**src/pkg/odc_pkg.sv**
```systemverilog
// Package with constants, types and register map of the operating definition command block
package odc_pkg;
  // ----------------------------------------------------------------
  // Operation codes
  // ----------------------------------------------------------------
  localparam logic [7:0] OPC_CHG_DEF = 8'h40;
  localparam logic [7:0] OPC_COMPARE = 8'h39;
  localparam logic [7:0] OPC_COPY = 8'h18;
  localparam logic [7:0] OPC_INQUIRY = 8'h12;
  localparam logic [7:0] OPC_REQ_SENSE = 8'h03;
  localparam logic [7:0] OPC_TEST_READY = 8'h00;
  // ----------------------------------------------------------------
  // Definition parameter values
  // ----------------------------------------------------------------
  localparam logic [6:0] DEF_KEEP = 7'h00;
  localparam logic [6:0] DEF_GEN1 = 7'h01;
  localparam logic [6:0] DEF_COMMON_COMMAND_SET_PROFILE = 7'h02;
  localparam logic [6:0] DEF_GEN2 = 7'h03;
  localparam logic [6:0] DEF_RSVD_LO = 7'h04;
  localparam logic [6:0] DEF_VENDOR_LO = 7'h40;
  localparam logic [6:0] DEF_DEFAULT = DEF_GEN2;
  // ----------------------------------------------------------------
  // Register byte addresses and bus answers
  // ----------------------------------------------------------------
  localparam logic [7:0] ADDR_CDB0 = 8'h00;
  localparam logic [7:0] ADDR_CDB1 = 8'h04;
  localparam logic [7:0] ADDR_CDB2 = 8'h08;
  localparam logic [7:0] ADDR_CTRL = 8'h0C;
  localparam logic [7:0] ADDR_STATUS = 8'h10;
  localparam logic [7:0] ADDR_PDATA = 8'h14;
  localparam logic [7:0] ADDR_SEL = 8'h18;
  localparam logic [7:0] ADDR_DEF = 8'h1C;
  localparam logic [7:0] ADDR_UA = 8'h20;
  localparam logic [1:0] RESP_OKAY = 2'h0;
  localparam logic [1:0] RESP_SLVERR = 2'h2;
  localparam logic [31:0] ZERO_WORD = 32'h0000_0000;
  localparam logic [2:0] LUN_ZERO = 3'h0;
  localparam int LUNS = 8;
  localparam int UNITS = 64;
  // ----------------------------------------------------------------
  // Types
  // ----------------------------------------------------------------
  typedef enum logic [1:0] {ST_IDLE = 2'b00, ST_PARAM = 2'b01, ST_ACK = 2'b10} odc_state_t;
  typedef enum logic [2:0] {
    OC_NONE = 3'b000, OC_CHG = 3'b001, OC_CMP = 3'b010, OC_COPY = 3'b011,
    OC_INQ = 3'b100, OC_SENSE = 3'b101, OC_DIAG = 3'b110, OC_TUR = 3'b111
  } odc_opclass_t;
  typedef enum logic [1:0] {
    SC_LUN_INIT = 2'b00, SC_TGT_INIT = 2'b01, SC_LUN_ALL = 2'b10, SC_TGT_ALL = 2'b11
  } odc_scope_t;
  typedef struct packed {logic [2:0] lun; logic [4:0] rsvd;} odc_b1_t;
  typedef struct packed {logic [6:0] rsvd; logic save;} odc_b2_t;
  typedef struct packed {logic rsvd; logic [6:0] defp;} odc_b3_t;
  typedef struct packed {
    logic [7:0] ctrl; logic [7:0] len; logic [31:0] rsvd; odc_b3_t b3; odc_b2_t b2; odc_b1_t b1; logic [7:0] opc;
  } odc_cdb_t;
  typedef struct packed {
    logic [21:0] rsvd2; logic lost; logic abort; logic rsvd1; logic [2:0] init; logic [2:0] rsvd0; logic start;
  } odc_ctrl_t;
  typedef struct packed {
    logic [21:0] rsvd2; odc_scope_t scope; logic rsvd1; logic [2:0] init; logic rsvd0; logic [2:0] lun;
  } odc_sel_t;
  typedef struct packed {
    logic [4:0] rsvd; logic ext_recovery_ok; logic sense_len4; logic async_event_notice_ok; logic legacy;
    logic [6:0] cur_def; logic [7:0] remaining; logic ack_wait; logic param_wait; odc_opclass_t opclass;
    logic good; logic check; logic busy;
  } odc_status_t;
  typedef struct packed {logic [2:0] lun; logic save; logic [6:0] defp; logic [7:0] len;} odc_cmd_t;
endpackage : odc_pkg

```
**src/hdl/odc_top.sv**
```systemverilog
// Operating definition command logic of the target, with an AXI4-Lite register slave
// How it works
// Decode the common opcodes: change definition, compare and copy.
// Mandatory common commands such as inquiry are recognised; optional ones may be refused.
// Ten-byte descriptor: opcode, unit number, persist flag, definition, length, control.
// Persist flag one writes the new definition out to non-volatile storage.
// Definition 00h keeps, 01h first generation, 02h command set profile, 03h second generation.
// Values 04h-3Fh reserved, 40h-7Fh vendor specific.
// Zero parameter length moves no data and is no error.
// Non-zero length: initiator sends exactly that many parameter bytes.
// Definitions kept per unit per initiator, per target per initiator, per unit, or one.
// New definition applied only when ACK of command complete is seen.
// A change raises unit attention toward every affected initiator.
// A failed command leaves the definition exactly as before.
// Failed restore of the previous definition raises unit attention.
// After power-on or hard reset load the saved definition or the default.
// Under first-generation behaviour the change command is still accepted.
// Legacy definition: no async event notices and no probing for them.
// Legacy definition: no extended contingent allegiance via initiate recovery.
// Legacy definition: request sense with zero allocation returns four bytes.
// Legacy definition: inquiry version fields match and feature bits clear.
// Initiator should confirm a change with an inquiry of the definition page.
// Inquiry, request sense, send diagnostic and test unit ready are implemented.
// Unit attention stays pending per unit per initiator until that initiator clears it.
// Reserved or vendor definition ends with check condition, definition unchanged.
//
// Chosen here: the register addresses and the AXI4-Lite interface to the registers.
`timescale 1ns/100ps
module odc_top #(
  parameter logic [7:0] OPC_SEND_DIAG = 8'h1D,
  parameter bit SAVE_IMPL = 1'b1
) (
  // Clock and reset
  input wire logic clk,
  input wire logic rstn,
  // AXI4-Lite write channels
  input wire logic [7:0] s_axi_awaddr,
  input wire logic s_axi_awvalid,
  output logic s_axi_awready,
  input wire logic [31:0] s_axi_wdata,
  input wire logic [3:0] s_axi_wstrb,
  input wire logic s_axi_wvalid,
  output logic s_axi_wready,
  output logic [1:0] s_axi_bresp,
  output logic s_axi_bvalid,
  input wire logic s_axi_bready,
  // AXI4-Lite read channels
  input wire logic [7:0] s_axi_araddr,
  input wire logic s_axi_arvalid,
  output logic s_axi_arready,
  output logic [31:0] s_axi_rdata,
  output logic [1:0] s_axi_rresp,
  output logic s_axi_rvalid,
  input wire logic s_axi_rready,
  // Bus pins
  input wire logic cc_ack,
  input wire logic bus_hard_rst,
  // Non-volatile storage
  input wire logic [6:0] nv_saved_def,
  output logic nv_save,
  output logic [6:0] nv_save_def,
  // Policy
  output logic async_event_notice_en
);
  import odc_pkg::*;

  // ----------------------------------------------------------------
  // Declarations
  // ----------------------------------------------------------------
  logic awready_ff, wready_ff, bvalid_ff, arready_ff, rvalid_ff;
  logic [1:0] bresp_ff, rresp_ff;
  logic [31:0] rdata_ff, wdata_ff, cdb0_ff, cdb1_ff;
  logic [15:0] cdb2_ff;
  logic [3:0] wstrb_ff;
  logic [7:0] awaddr_ff, remaining_ff;
  logic aw_held_ff, w_held_ff;
  logic ack_s1_ff, ack_s2_ff, ack_prev_ff, hrst_s1_ff, hrst_s2_ff, hrst_prev_ff;
  logic init_pend_ff, check_ff, good_ff, nv_save_ff, aen_en_ff;
  logic [6:0] nv_save_def_ff;
  logic [6:0] def_mem_ff [UNITS];
  logic [UNITS-1:0] ua_ff;
  logic [2:0] cur_init_ff;
  odc_sel_t sel_ff;
  odc_cmd_t cmd_ff;
  odc_opclass_t opclass_ff, nxt_opclass;
  odc_state_t state_ff;
  odc_cdb_t cdb;
  odc_ctrl_t ctrl_w;
  odc_status_t status;
  logic do_wr, wr_hit, rd_hit, wr_cdb0, wr_cdb1, wr_cdb2, wr_ctrl, wr_pdata, wr_sel, wr_ua;
  logic start, abort, lost, ack_rise, hrst_rise, apply, def_bad;
  logic [31:0] rd_word;
  logic [5:0] cmd_idx, sel_idx;
  logic [6:0] sel_def;

  // ----------------------------------------------------------------
  // Helpers
  // ----------------------------------------------------------------
  // Byte-lane merge for plain storage registers
  function automatic logic [31:0] merge(input logic [31:0] old, input logic [31:0] nw, input logic [3:0] st);
    logic [31:0] res;
    res = old;
    for (int b = 0; b < 4; b++) begin
      if (st[b]) begin
        res[b*8 +: 8] = nw[b*8 +: 8];
      end
    end
    return res;
  endfunction : merge

  // Units touched by a change at the current scope
  function automatic logic scope_hit(input logic [5:0] k, input logic [5:0] c, input odc_scope_t sc);
    logic res;
    res = 1'b0;
    case (sc)
      SC_LUN_INIT: res = (k == c);
      SC_TGT_INIT: res = (k[5:3] == c[5:3]);
      SC_LUN_ALL: res = (k[2:0] == c[2:0]);
      default: res = 1'b1;
    endcase
    return res;
  endfunction : scope_hit

  function automatic logic is_legacy(input logic [6:0] d);
    return (d == DEF_GEN1) || (d == DEF_COMMON_COMMAND_SET_PROFILE);
  endfunction : is_legacy

  // ----------------------------------------------------------------
  // Pin synchronisers
  // ----------------------------------------------------------------
  // Two stages before use; edge detection looks only at the second stage
  always_ff @(posedge clk or negedge rstn) begin
    if (!rstn) begin
      ack_s1_ff <= 1'b0;
      ack_s2_ff <= 1'b0;
      ack_prev_ff <= 1'b0;
      hrst_s1_ff <= 1'b0;
      hrst_s2_ff <= 1'b0;
      hrst_prev_ff <= 1'b0;
    end else begin
      ack_s1_ff <= cc_ack;
      ack_s2_ff <= ack_s1_ff;
      ack_prev_ff <= ack_s2_ff;
      hrst_s1_ff <= bus_hard_rst;
      hrst_s2_ff <= hrst_s1_ff;
      hrst_prev_ff <= hrst_s2_ff;
    end
  end

  // ----------------------------------------------------------------
  // Decode
  // ----------------------------------------------------------------
  assign cdb = odc_cdb_t'({cdb2_ff, cdb1_ff, cdb0_ff});
  assign ctrl_w = odc_ctrl_t'(wdata_ff);
  assign ack_rise = ack_s2_ff && !ack_prev_ff;
  assign hrst_rise = hrst_s2_ff && !hrst_prev_ff;
  assign do_wr = aw_held_ff && w_held_ff && !bvalid_ff;
  assign wr_cdb0 = do_wr && (awaddr_ff == ADDR_CDB0);
  assign wr_cdb1 = do_wr && (awaddr_ff == ADDR_CDB1);
  assign wr_cdb2 = do_wr && (awaddr_ff == ADDR_CDB2);
  assign wr_ctrl = do_wr && (awaddr_ff == ADDR_CTRL) && wstrb_ff[0];
  assign wr_pdata = do_wr && (awaddr_ff == ADDR_PDATA) && wstrb_ff[0];
  assign wr_sel = do_wr && (awaddr_ff == ADDR_SEL);
  assign wr_ua = do_wr && (awaddr_ff == ADDR_UA) && wstrb_ff[0];
  // Start is accepted whatever the current definition, so a legacy unit can be switched back
  assign start = wr_ctrl && ctrl_w.start && (state_ff == ST_IDLE);
  assign abort = wr_ctrl && ctrl_w.abort;
  assign lost = wr_ctrl && ctrl_w.lost;
  assign def_bad = (cdb.b3.defp >= DEF_RSVD_LO);
  assign apply = (state_ff == ST_ACK) && ack_rise && !abort && !hrst_rise;
  assign cmd_idx = {cur_init_ff, cmd_ff.lun};
  assign sel_idx = {sel_ff.init, sel_ff.lun};
  assign sel_def = def_mem_ff[sel_idx];

  // Opcode classification
  always_comb begin
    if (cdb.opc == OPC_CHG_DEF) begin
      nxt_opclass = OC_CHG;
    end else if (cdb.opc == OPC_COMPARE) begin
      nxt_opclass = OC_CMP;
    end else if (cdb.opc == OPC_COPY) begin
      nxt_opclass = OC_COPY;
    end else if (cdb.opc == OPC_INQUIRY) begin
      nxt_opclass = OC_INQ;
    end else if (cdb.opc == OPC_REQ_SENSE) begin
      nxt_opclass = OC_SENSE;
    end else if (cdb.opc == OPC_SEND_DIAG) begin
      nxt_opclass = OC_DIAG;
    end else if (cdb.opc == OPC_TEST_READY) begin
      nxt_opclass = OC_TUR;
    end else begin
      nxt_opclass = OC_NONE;
    end
  end

  // ----------------------------------------------------------------
  // Command sequencer
  // ----------------------------------------------------------------
  // Compare and copy are optional and not carried out here, so they end in check condition
  always_ff @(posedge clk or negedge rstn) begin
    if (!rstn) begin
      state_ff <= ST_IDLE;
      cmd_ff <= '0;
      cur_init_ff <= '0;
      opclass_ff <= OC_NONE;
      remaining_ff <= '0;
      check_ff <= 1'b0;
      good_ff <= 1'b0;
    end else if (hrst_rise) begin
      state_ff <= ST_IDLE;
      remaining_ff <= '0;
    end else begin
      case (state_ff)
        ST_IDLE: begin
          if (start) begin
            cur_init_ff <= ctrl_w.init;
            cmd_ff <= {cdb.b1.lun, cdb.b2.save, cdb.b3.defp, cdb.len};
            opclass_ff <= nxt_opclass;
            check_ff <= 1'b0;
            good_ff <= 1'b0;
            if (nxt_opclass == OC_CHG) begin
              if (def_bad) begin
                check_ff <= 1'b1;
              end else if (cdb.len == '0) begin
                state_ff <= ST_ACK;
              end else begin
                state_ff <= ST_PARAM;
                remaining_ff <= cdb.len;
              end
            end else if ((nxt_opclass == OC_NONE) || (nxt_opclass == OC_CMP) || (nxt_opclass == OC_COPY)) begin
              check_ff <= 1'b1;
            end else begin
              good_ff <= 1'b1;
            end
          end
        end
        ST_PARAM: begin
          if (abort) begin
            state_ff <= ST_IDLE;
            check_ff <= 1'b1;
          end else if (wr_pdata) begin
            remaining_ff <= remaining_ff - 8'h01;
            if (remaining_ff == 8'h01) begin
              state_ff <= ST_ACK;
            end
          end
        end
        ST_ACK: begin
          if (abort) begin
            state_ff <= ST_IDLE;
            check_ff <= 1'b1;
          end else if (apply) begin
            state_ff <= ST_IDLE;
            good_ff <= 1'b1;
          end
        end
        default: state_ff <= ST_IDLE;
      endcase
    end
  end

  // ----------------------------------------------------------------
  // Definition store and unit attention
  // ----------------------------------------------------------------
  // Reset writes a constant; the saved value is loaded one edge after release
  always_ff @(posedge clk or negedge rstn) begin
    if (!rstn) begin
      init_pend_ff <= 1'b1;
    end else begin
      init_pend_ff <= hrst_rise;
    end
  end

  // One entry per unit per initiator covers all four scopes
  always_ff @(posedge clk or negedge rstn) begin
    if (!rstn) begin
      for (int k = 0; k < UNITS; k++) begin
        def_mem_ff[k] <= DEF_DEFAULT;
      end
    end else begin
      for (int k = 0; k < UNITS; k++) begin
        if (init_pend_ff) begin
          def_mem_ff[k] <= SAVE_IMPL ? nv_saved_def : DEF_DEFAULT;
        end else if (apply && (cmd_ff.defp != DEF_KEEP) && scope_hit(6'(k), cmd_idx, sel_ff.scope)) begin
          def_mem_ff[k] <= cmd_ff.defp;
        end
      end
    end
  end

  // Set beats a clear in the same cycle, so no attention is lost
  always_ff @(posedge clk or negedge rstn) begin
    if (!rstn) begin
      ua_ff <= '0;
    end else begin
      for (int k = 0; k < UNITS; k++) begin
        if (((apply && (cmd_ff.defp != DEF_KEEP)) || lost) && scope_hit(6'(k), cmd_idx, sel_ff.scope)) begin
          ua_ff[k] <= 1'b1;
        end else if (wr_ua && (k[5:3] == sel_ff.init) && wdata_ff[k[2:0]]) begin
          ua_ff[k] <= 1'b0;
        end
      end
    end
  end

  // Save request and legacy policy outputs
  always_ff @(posedge clk or negedge rstn) begin
    if (!rstn) begin
      nv_save_ff <= 1'b0;
      nv_save_def_ff <= DEF_DEFAULT;
      aen_en_ff <= 1'b0;
    end else begin
      nv_save_ff <= apply && cmd_ff.save;
      if (apply && cmd_ff.save) begin
        nv_save_def_ff <= (cmd_ff.defp == DEF_KEEP) ? def_mem_ff[cmd_idx] : cmd_ff.defp;
      end
      aen_en_ff <= !is_legacy(sel_def);
    end
  end

  // ----------------------------------------------------------------
  // Register slave
  // ----------------------------------------------------------------
  assign status = '{rsvd: '0, ext_recovery_ok: !is_legacy(sel_def), sense_len4: is_legacy(sel_def),
                    async_event_notice_ok: !is_legacy(sel_def), legacy: is_legacy(sel_def), cur_def: sel_def,
                    remaining: remaining_ff, ack_wait: state_ff == ST_ACK, param_wait: state_ff == ST_PARAM,
                    opclass: opclass_ff, good: good_ff, check: check_ff, busy: state_ff != ST_IDLE};

  // Write decode: unmapped or read-only addresses answer SLVERR
  always_comb begin
    if ((awaddr_ff == ADDR_CDB0) || (awaddr_ff == ADDR_CDB1) || (awaddr_ff == ADDR_CDB2)) begin
      wr_hit = 1'b1;
    end else if ((awaddr_ff == ADDR_CTRL) || (awaddr_ff == ADDR_PDATA)) begin
      wr_hit = 1'b1;
    end else if ((awaddr_ff == ADDR_SEL) || (awaddr_ff == ADDR_UA)) begin
      wr_hit = 1'b1;
    end else begin
      wr_hit = 1'b0;
    end
  end

  // Read decode
  always_comb begin
    rd_hit = 1'b1;
    if (s_axi_araddr == ADDR_CDB0) begin
      rd_word = cdb0_ff;
    end else if (s_axi_araddr == ADDR_CDB1) begin
      rd_word = cdb1_ff;
    end else if (s_axi_araddr == ADDR_CDB2) begin
      rd_word = {16'h0000, cdb2_ff};
    end else if (s_axi_araddr == ADDR_STATUS) begin
      rd_word = status;
    end else if (s_axi_araddr == ADDR_SEL) begin
      rd_word = sel_ff;
    end else if (s_axi_araddr == ADDR_DEF) begin
      rd_word = {25'h000_0000, sel_def};
    end else if (s_axi_araddr == ADDR_UA) begin
      rd_word = {24'h00_0000, ua_ff[{sel_ff.init, LUN_ZERO} +: LUNS]};
    end else begin
      rd_word = ZERO_WORD;
      rd_hit = 1'b0;
    end
  end

  // Storage registers
  always_ff @(posedge clk or negedge rstn) begin
    if (!rstn) begin
      cdb0_ff <= ZERO_WORD;
      cdb1_ff <= ZERO_WORD;
      cdb2_ff <= '0;
      sel_ff <= '0;
    end else begin
      if (wr_cdb0) cdb0_ff <= merge(cdb0_ff, wdata_ff, wstrb_ff);
      if (wr_cdb1) cdb1_ff <= merge(cdb1_ff, wdata_ff, wstrb_ff);
      if (wr_cdb2) cdb2_ff <= 16'(merge({16'h0000, cdb2_ff}, wdata_ff, wstrb_ff));
      if (wr_sel) sel_ff <= odc_sel_t'(merge(sel_ff, wdata_ff, wstrb_ff) & 32'h0000_0377);
    end
  end

  // Write channels: address and data held independently, one response per pair
  always_ff @(posedge clk or negedge rstn) begin
    if (!rstn) begin
      awready_ff <= 1'b1;
      wready_ff <= 1'b1;
      aw_held_ff <= 1'b0;
      w_held_ff <= 1'b0;
      awaddr_ff <= '0;
      wdata_ff <= ZERO_WORD;
      wstrb_ff <= '0;
      bvalid_ff <= 1'b0;
      bresp_ff <= RESP_OKAY;
    end else begin
      if (s_axi_awvalid && awready_ff) begin
        aw_held_ff <= 1'b1;
        awaddr_ff <= s_axi_awaddr;
        awready_ff <= 1'b0;
      end
      if (s_axi_wvalid && wready_ff) begin
        w_held_ff <= 1'b1;
        wdata_ff <= s_axi_wdata;
        wstrb_ff <= s_axi_wstrb;
        wready_ff <= 1'b0;
      end
      if (do_wr) begin
        aw_held_ff <= 1'b0;
        w_held_ff <= 1'b0;
        bvalid_ff <= 1'b1;
        bresp_ff <= wr_hit ? RESP_OKAY : RESP_SLVERR;
      end
      if (bvalid_ff && s_axi_bready) begin
        bvalid_ff <= 1'b0;
        awready_ff <= 1'b1;
        wready_ff <= 1'b1;
      end
    end
  end

  // Read channels
  always_ff @(posedge clk or negedge rstn) begin
    if (!rstn) begin
      arready_ff <= 1'b1;
      rvalid_ff <= 1'b0;
      rdata_ff <= ZERO_WORD;
      rresp_ff <= RESP_OKAY;
    end else if (s_axi_arvalid && arready_ff) begin
      arready_ff <= 1'b0;
      rvalid_ff <= 1'b1;
      rdata_ff <= rd_word;
      rresp_ff <= rd_hit ? RESP_OKAY : RESP_SLVERR;
    end else if (rvalid_ff && s_axi_rready) begin
      rvalid_ff <= 1'b0;
      arready_ff <= 1'b1;
    end
  end

  assign s_axi_awready = awready_ff;
  assign s_axi_wready = wready_ff;
  assign s_axi_bresp = bresp_ff;
  assign s_axi_bvalid = bvalid_ff;
  assign s_axi_arready = arready_ff;
  assign s_axi_rdata = rdata_ff;
  assign s_axi_rresp = rresp_ff;
  assign s_axi_rvalid = rvalid_ff;
  assign nv_save = nv_save_ff;
  assign nv_save_def = nv_save_def_ff;
  assign async_event_notice_en = aen_en_ff;
endmodule : odc_top

```
**config.mk**
```make
export PLATFORM = sky130hd
export DESIGN_NAME = odc_top
export DESIGN_NICKNAME = d
export VERILOG_FILES = /design/src/pkg/odc_pkg.sv /design/src/hdl/odc_top.sv
export SDC_FILE = /design/constraint.sdc
export NUM_CORES = 2
export LEC_CHECK = 0
export ABC_CLOCK_PERIOD_IN_PS = 4100
export BUFFER_PORTS_ARGS = -buffer_cell sky130_fd_sc_hd__buf_2
export CORE_MARGIN = 2
export CORE_UTILIZATION = 65
export DETAILED_ROUTE_END_ITERATION = 10
export HOLD_SLACK_MARGIN = 0.15
export PLACE_DENSITY_LB_ADDON = 0.25
export SLEW_MARGIN = 25
export SYNTH_ARGS = -nofsm -noshare
export SYNTH_HDL_FRONTEND = slang
export SYNTH_SLANG_ARGS = --single-unit
```
**constraint.sdc**
```tcl
create_clock -name clk -period 4.1 [get_ports clk]
set_clock_uncertainty 0.15 [all_clocks]
set_input_delay 0.615 -clock clk [delete_from_list [all_inputs] [get_ports clk]]
set_output_delay 0.615 -clock clk [all_outputs]
set_load 0.02 [all_outputs]
```
Yosys cells after proc, flatten, opt, wreduce, memory -nomap -nowiden

Cells that the tools add are included.

Output and inout bits: 50
Input port bits: 68
Register bits after elaboration: 732
Logic and storage cells: 1179

$add $sub $neg: 1
Bitwise logic cells: 3
Shift operators: 1
Mux-type cells: 462
Reductions and logical operators: 411
Equality and inequality tests: 125
$lt $le $gt $ge: 3

Operators with widths:

| cell                                                 | number |
|---|---|
| 2-to-1 mux 7 bit                                     | 133 |
| nonzero test 2 bit                                   | 137 |
| logical AND 1 bit                                    | 228 |
| 2-to-1 mux 1 bit                                     | 226 |
| equality test 6 bit (first input constant)           | 32 |
| case mux 1 bit (3 select lines)                      | 64 |
| equality test 5 x 6 -> 1 bit (first input constant)  | 16 |
| binary-select mux 7 bit (select 6 bit)               | 2 |
| 2-to-1 mux 8 bit                                     | 9 |
| equality test 8 x 5 -> 1 bit (second input constant) | 8 |
| 2-to-1 mux 32 bit                                    | 2 |
| variable part select 64 x 7 -> 8 bit                 | 1 |
| 2-to-1 mux 27 bit                                    | 2 |
| equality test 4 x 6 -> 1 bit (first input constant)  | 8 |
| equality test 3 bit (first input constant)           | 12 |
| zero test 8 bit                                      | 4 |
| equality test 3 x 6 -> 1 bit (first input constant)  | 4 |
| equality test 8 x 4 -> 1 bit (second input constant) | 3 |
| equality test 8 x 6 -> 1 bit (second input constant) | 3 |
| 2-to-1 mux 2 bit                                     | 12 |
| AND reduction 2 bit                                  | 12 |
| 2-to-1 mux 3 bit                                     | 7 |
| equality test 2 x 3 -> 1 bit (first input constant)  | 6 |
| equality test 8 x 3 -> 1 bit (second input constant) | 2 |
| 41 further kinds                                     | 73 |

Longest topological paths before layout

Depth in word-level cells: 15
Mapped depth: 12
Gate-level depth less buffers: 10

Worst setup path after synthesis

Ideal clock, no wire load.

Path kind: reg-to-reg
Start point: register bvalid_ff, in the netlist s_axi_bvalid
End point: register def_mem_ff[248] (netlist name)
Buffers on the path: 2
Setup time: 0.125 ns
Cell stages (with the launch flop): 11
Path slack: 1.244 ns
Arrival: 2.581 ns
Cells stage by stage: dfrtp_1 > nand3b_4 > nor4b_4 > and3_1 > nand2_1 > nand4_1 > a21oi_1 > buf_4 > buf_4 > a21oi_2 > mux2_2

Word-level cells in the longest chain between the ends: 11

RTL lines:

| what                                | RTL line       | source |
|---|---|---|
| from (decl)                         | odc_top.sv:70  | `logic awready_ff, wready_ff, bvalid_ff, arready_ff, rvalid_ff;` |
| from (signal assigned)              | odc_top.sv:390 | `bvalid_ff <= 1'b0;` |
| from (signal assigned)              | odc_top.sv:407 | `bvalid_ff <= 1'b1;` |
| from (signal assigned)              | odc_top.sv:411 | `bvalid_ff <= 1'b0;` |
| zero test 1 bit                     | odc_top.sv:157 | `assign do_wr = aw_held_ff && w_held_ff && !bvalid_ff;` |
| logical AND 1 bit                   | odc_top.sv:157 |  |
| logical AND 1 bit (2 in a row)      | odc_top.sv:161 | `assign wr_ctrl = do_wr && (awaddr_ff == ADDR_CTRL) && wstrb_ff[0];` |
| logical AND 1 bit                   | odc_top.sv:167 | `assign abort = wr_ctrl && ctrl_w.abort;` |
| zero test 1 bit                     | odc_top.sv:170 | `assign apply = (state_ff == ST_ACK) && ack_rise && !abort && !hrst_rise;` |
| logical AND 1 bit (2 in a row)      | odc_top.sv:170 |  |
| logical AND 1 bit (2 in a row)      | odc_top.sv:284 | `end else if (apply && (cmd_ff.defp != DEF_KEEP) && scope_hit(6'(k), cmd_idx, sel_ff.scope)) begin` |
| nonzero test 2 bit (no source line) | n/a            |  |
| to (signal, indexed assignment)     | odc_top.sv:283 | `def_mem_ff[k] <= SAVE_IMPL ? nv_saved_def : DEF_DEFAULT;` |
| to (signal, indexed assignment)     | odc_top.sv:285 | `def_mem_ff[k] <= cmd_ff.defp;` |
| to (decl)                           | odc_top.sv:80  | `logic [6:0] def_mem_ff [UNITS];` |

No other way between the ends.
A chain may end at the register's enable or synchronous reset.

Final worst setup path

Start point: register sel_ff[0] (netlist name)
End point: register rdata_ff[25], in the netlist s_axi_rdata[25]

Word-level cells in the longest chain between the ends: 10

RTL lines:

| what                                                                         | RTL line       | source |
|---|---|---|
| from (decl)                                                                  | odc_top.sv:83  | `odc_sel_t sel_ff;` |
| from (signal assigned)                                                       | odc_top.sv:376 | `if (wr_sel) sel_ff <= odc_sel_t'(merge(sel_ff, wdata_ff, wstrb_ff) & 32'h0000_0377);` |
| inverter 6 -> 7 bit (implied by the code) (*)                                | odc_top.sv:173 | `assign sel_def = def_mem_ff[sel_idx];` |
| binary-select mux 7 bit (select 6 bit) (*)                                   | odc_top.sv:173 |  |
| 2-to-1 mux 7 bit (implied by the code) (*) (2 in a row)                      | odc_top.sv:173 |  |
| equality test 7 x 1 -> 1 bit or equality test 7 x 2 -> 1 bit (tied branches) | odc_top.sv:125 | `return (d == DEF_GEN1) \|\| (d == DEF_COMMON_COMMAND_SET_PROFILE);` |
| logical OR 1 bit (*)                                                         | odc_top.sv:125 |  |
| 2-to-1 mux 27 bit (*)                                                        | odc_top.sv:351 | `end else if (s_axi_araddr == ADDR_STATUS) begin` |
| 2-to-1 mux 27 bit (*)                                                        | odc_top.sv:349 | `end else if (s_axi_araddr == ADDR_CDB2) begin` |
| 2-to-1 mux 32 bit (*)                                                        | odc_top.sv:347 | `end else if (s_axi_araddr == ADDR_CDB1) begin` |
| 2-to-1 mux 32 bit (*)                                                        | odc_top.sv:345 | `if (s_axi_araddr == ADDR_CDB0) begin` |
| to (signal assigned)                                                         | odc_top.sv:428 | `rdata_ff <= rd_word;` |
| to (decl)                                                                    | odc_top.sv:72  | `logic [31:0] rdata_ff, wdata_ff, cdb0_ff, cdb1_ff;` |

Every way passes the cells marked *; elsewhere a longest branch is shown, timed or not. The select of a mux whose other input is x is not followed.

==> results.md <==
Clocking:
- The clock-pin slew on the worst setup and hold paths is 0.06 ns.
- After clock tree synthesis, the repair step resized 0 gates.
- The CTS tree is yes.
- The clock passes through at most 3 buffers.
- Clock tree synthesis inserted a total of 76 buffers.
- The clock latency reported for the late side of the worst-skew pair is 0.63 ns.
- The clock root buffer is sky130_fd_sc_hd__clkbuf_16.
- The number of sinks driven by the clock tree is 730.
- The clock tree synthesis step divided the H-tree into 3 levels.

Layout:
- The area of all placed cells without fillers is 43060 um2.
- The count of nets after finishing is 2955.
- The ratio of cells with drive above 1 in the final layout is 0.4895.
- From synthesis to final layout, the design area changed by 13.02%.
- The finished layout holds 3712 standard cells, fillers aside.

Logic synthesis:
- The proportion of netlist area held by the largest area contributor is 0.3915.
- The leading register cell type out of synthesis is sky130_fd_sc_hd__dfrtp_1.
- Ranked by instance count, the synthesized netlist is headed by 596 x sky130_fd_sc_hd__dfrtp_1, 560 x sky130_fd_sc_hd__mux2_2, 271 x sky130_fd_sc_hd__mux4_2, 173 x sky130_fd_sc_hd__nand2_1, 134 x sky130_fd_sc_hd__dfstp_2.
- For this run, the number of Yosys warnings is 0.
- In this run the cell area of the synthesized design comes to 38100 um2.
- For this run, the register share of the synthesized area comes to 0.4839.
- The average size of a mapped cell is 14.07 um2.
- After synthesis, the netlist uses 72 different library cells.
- The count of mapped cells out of synthesis is 2708.
- By area the synthesized netlist is led by sky130_fd_sc_hd__dfrtp_1 39%, sky130_fd_sc_hd__mux2_2 17%, sky130_fd_sc_hd__mux4_2 16%.
- Among all cell types in the netlist, the one instantiated most often is sky130_fd_sc_hd__dfrtp_1.
- The cell type with the highest aggregate area in the netlist is sky130_fd_sc_hd__dfrtp_1.
- Counting flops with a built-in enable in the synthesized netlist gives 0.
- The fraction of registers with async set/reset is 1.000.
- Synthesis inferred 730 register bits.

Power:
- The largest voltage drop on the vdd net is 0.4126 mV.
- Power spread over the standard cell area amounts to 443.5 nW/um2.
- The standby leakage power is 18.43 nW.

STA:
- The count of pins over their slew limit is 0.
- The number of endpoints with negative hold slack in the final report is 0.
- The final setup violation count is 0.
- The worst pin sits at a relative slew slack of 0.3125.
- Setup repair after global routing left no endpoint under its margin.
- Counting I/O delays and the setup requirement, the final critical path takes 3.935 ns.
- Summed over all failing endpoints, the final setup total negative slack is 0 ns.
- The fmax is 254.1 MHz.
- The transition time at the pin with the least slew margin is 1.026 ns.
- The share of the clock period used by the worst path is 0.9597.
- The final hold slack is 0.2121 ns.

Global route:
- For this run, global-route usage on met3 was measured as 0.09085.
- The pin count of the biggest net entering global routing is 116.
- The wire length of the first global-routing pass is 178900 um.
- The global-route met1 utilization is 0.5387.
- The sum of overflow across all layers after global routing is 0.
- The via count of the first global-routing pass is 27468.
- The most congested layer reported by global routing is met2.
- The met2 layer usage reported by global route is 0.6212.
- For this run, the total global-route usage over all layers was measured as 0.4044.
- The number of antenna violations at the first check in global routing is 6.

Die:
- The initial utilization of the core area, before any placement, comes to 0.6590.
- The area of the die is 60560 um2.
- The die span in y is 246.1 um.
- In this run the core area contains 88 standard-cell rows.
- In this run the count of I/O pins placed on the die edge is 118.
- The region available for standard cell placement spans 57810 um2.
- The die is 246.1 um wide.

Placed design:
- The wire-length estimate of the detail-placed layout is 80880 um.
- In this run, placement finished with an instance count of 3514.
- Summing all placed instances gives a cell area of 39910 um2.
- At the end of routability-driven placement, the weighted congestion stood at 1.015.
- In this run the tool buffered the top-level ports with 115 buffer cells.

Routing:
- The number of vias after detailed routing is 26919.
- The final wirelength is 119600 um.
- The number of routed nets with antenna violations is 0.
- The average via count per standard cell is 7.252.
- The count of routing violations after the opening detailed-route iteration is 3271.
- The iteration count of the initial detailed-routing pass is 6.
- The DRC violations left is 0.
- In the final routed layout, each cell accounts on average for 32.22 um.

Setup path:
- The setup check on the worst reg-to-reg path leaves a slack of 0.17 ns.
- The worst setup path is of the reg -> reg kind.
- Traced cell by cell, the critical path runs through buf_4, buf_4, mux4_2, mux4_2, nand2_1, a22oi_1, nor4_4, nand3_1, a31oi_1.
- The buffering stage count on the worst path with inverters included is 2.
- The standard cell with the maximum stage delay on the critical path is sky130_fd_sc_hd__dfrtp_4.
- The launching point of the worst reg2reg path is sel_ff[0].
- The critical path's largest stage delay is 0.78 ns.
- The worst setup path is launched from a flop.
- The maximum fanout encountered on the critical timing path is 24.
- For the worst setup path, the data required time is 4.49 ns.
- The number of stages on the worst setup path is 9.
- The number of cells on the worst reg-to-reg path is 9.
- The family of cells with the greatest summed delay on the critical path is multiplexers.
- The worst endpoint data arrival time is 4.33 ns.
- The worst register-to-register path ends at s_axi_rdata[25].
- The kind of capture point of the worst setup path is a flop.

Run status:
- The flow ran to the end, and the final reports show no timing, DRC or antenna violations.

Hold path:
- The hold-critical path depth is 0.
- The worst hold path terminates at hrst_s2_ff.
- The type of the worst min-delay path is reg -> reg.
- In this run the most critical hold path is launched from hrst_s1_ff.

Flow run:
- The max-cap violation count is 0.
## routing by layer
layer,vias to the layer above,wire length [um]
met5,-,0
met4,0,8369
met3,456,12020
met2,1809,55290
met1,13869,43900
li1,10785,-
## worst max-delay path by stage
stage | end | startpoint | slack, ns
2_1_floorplan | def_mem_ff[248] | s_axi_bvalid | 1.24
3_3_place_gp | s_axi_rdata[24] | sel_ff[0] | 0.31
3_5_place_dp | s_axi_rdata[23] | sel_ff[0] | 0.23
4_1_cts | s_axi_rdata[25] | sel_ff[0] | 0.20
5_1_grt | s_axi_rdata[25] | sel_ff[0] | 0.05
6_report | s_axi_rdata[25] | sel_ff[0] | 0.17
## cell usage in the layout, fill, tap and decap left out, types with 20 or more instances in the layout
cell / n
sky130_fd_sc_hd__nand2_1: 173
sky130_fd_sc_hd__o211ai_1: 65
sky130_fd_sc_hd__a21oi_4: 34
sky130_fd_sc_hd__a21bo_2: 28
sky130_fd_sc_hd__buf_2: 114
sky130_fd_sc_hd__a31oi_1: 28
sky130_fd_sc_hd__a21oi_1: 33
sky130_fd_sc_hd__nor2_1: 62
sky130_fd_sc_hd__buf_4: 106
sky130_fd_sc_hd__inv_1: 28
sky130_fd_sc_hd__mux2_2: 565
sky130_fd_sc_hd__clkbuf_16: 78
sky130_fd_sc_hd__mux2i_1: 36
sky130_fd_sc_hd__mux4_2: 271
sky130_fd_sc_hd__dfrtp_1: 589
sky130_fd_sc_hd__nand3_1: 33
sky130_fd_sc_hd__nor2b_1: 24
sky130_fd_sc_hd__o21ai_0: 99
sky130_fd_sc_hd__a21oi_2: 31
sky130_fd_sc_hd__dlygate4sd3_1: 55
sky130_fd_sc_hd__clkbuf_1: 20
sky130_fd_sc_hd__dfstp_2: 133
sky130_fd_sc_hd__a22o_1: 37
sky130_fd_sc_hd__mux2_1: 21
sky130_fd_sc_hd__a22oi_1: 37
## what timing repair did
action	4_1_cts	5_1_grt
endpoints found under the hold margin	118	0
hold buffers	55	0
setup buffers	0	0
## stage by stage
| step | power (mW) | setup slack, ns | utilization |
|---|---|---|---|
| detailed placement | 11.84 | 0.2319 | 0.6905 |
| global route | 19.68 | 0.04616 | 0.7447 |
| floorplan | 10.57 | 1.244 | - |
| finish | 19.10 | 0.1652 | 0.7449 |
| CTS | 19.03 | 0.1979 | 0.7445 |
| global placement | 11.67 | 0.3051 | 0.6905 |
## state kept, by name, summed over array words and instances, names as in the netlist, 4 cells and up
register / count
def_mem_ff: 448
ua_ff: 64
cdb0_ff: 32
cdb1_ff: 32
ctrl_w: 32
s_axi_rdata: 32
cdb2_ff: 16
cmd_ff: 11
awaddr_ff: 8
remaining_ff: 8
sel_ff: 8
nv_save_def: 7
wstrb_ff: 4
## where the power goes
group,switching [mW],leakage [nW],internal (mW)
clock,2.97,1.27,4.22
combinational,1.63,7.78,1.37
sequential,0.837,9.38,8.07
## cell families (layout without fill, tap and decap cells)
group                    count (synthesis)  count (layout)  share of synthesized area
AND/OR/NAND/NOR                        375             375                    0.04660
other                                    1               7                 0.00009843
XOR/XNOR                                 3               3                  0.0006898
buffers and inverters                  227             460                    0.02716
multiplexers                           895             895                     0.3435
flip-flops                             730             730                     0.4839
adder cells (fa/ha/maj)                  5               5                   0.001642
AO/OA/AOI/OAI                          472             472                    0.09643
## area by class of cell
type	instances	area (um2)
Antenna cell	5	12.51
Clock buffer	116	2275
Clock inverter	22	300.3
Fill cell	3466	14750
Inverter	28	105.1
Multi-Input combinational cell	1752	18660
Sequential cell	730	18460
Tap cell	765	957.2
Timing Repair Buffer	294	2292
(Power assumes the default switching activity.)
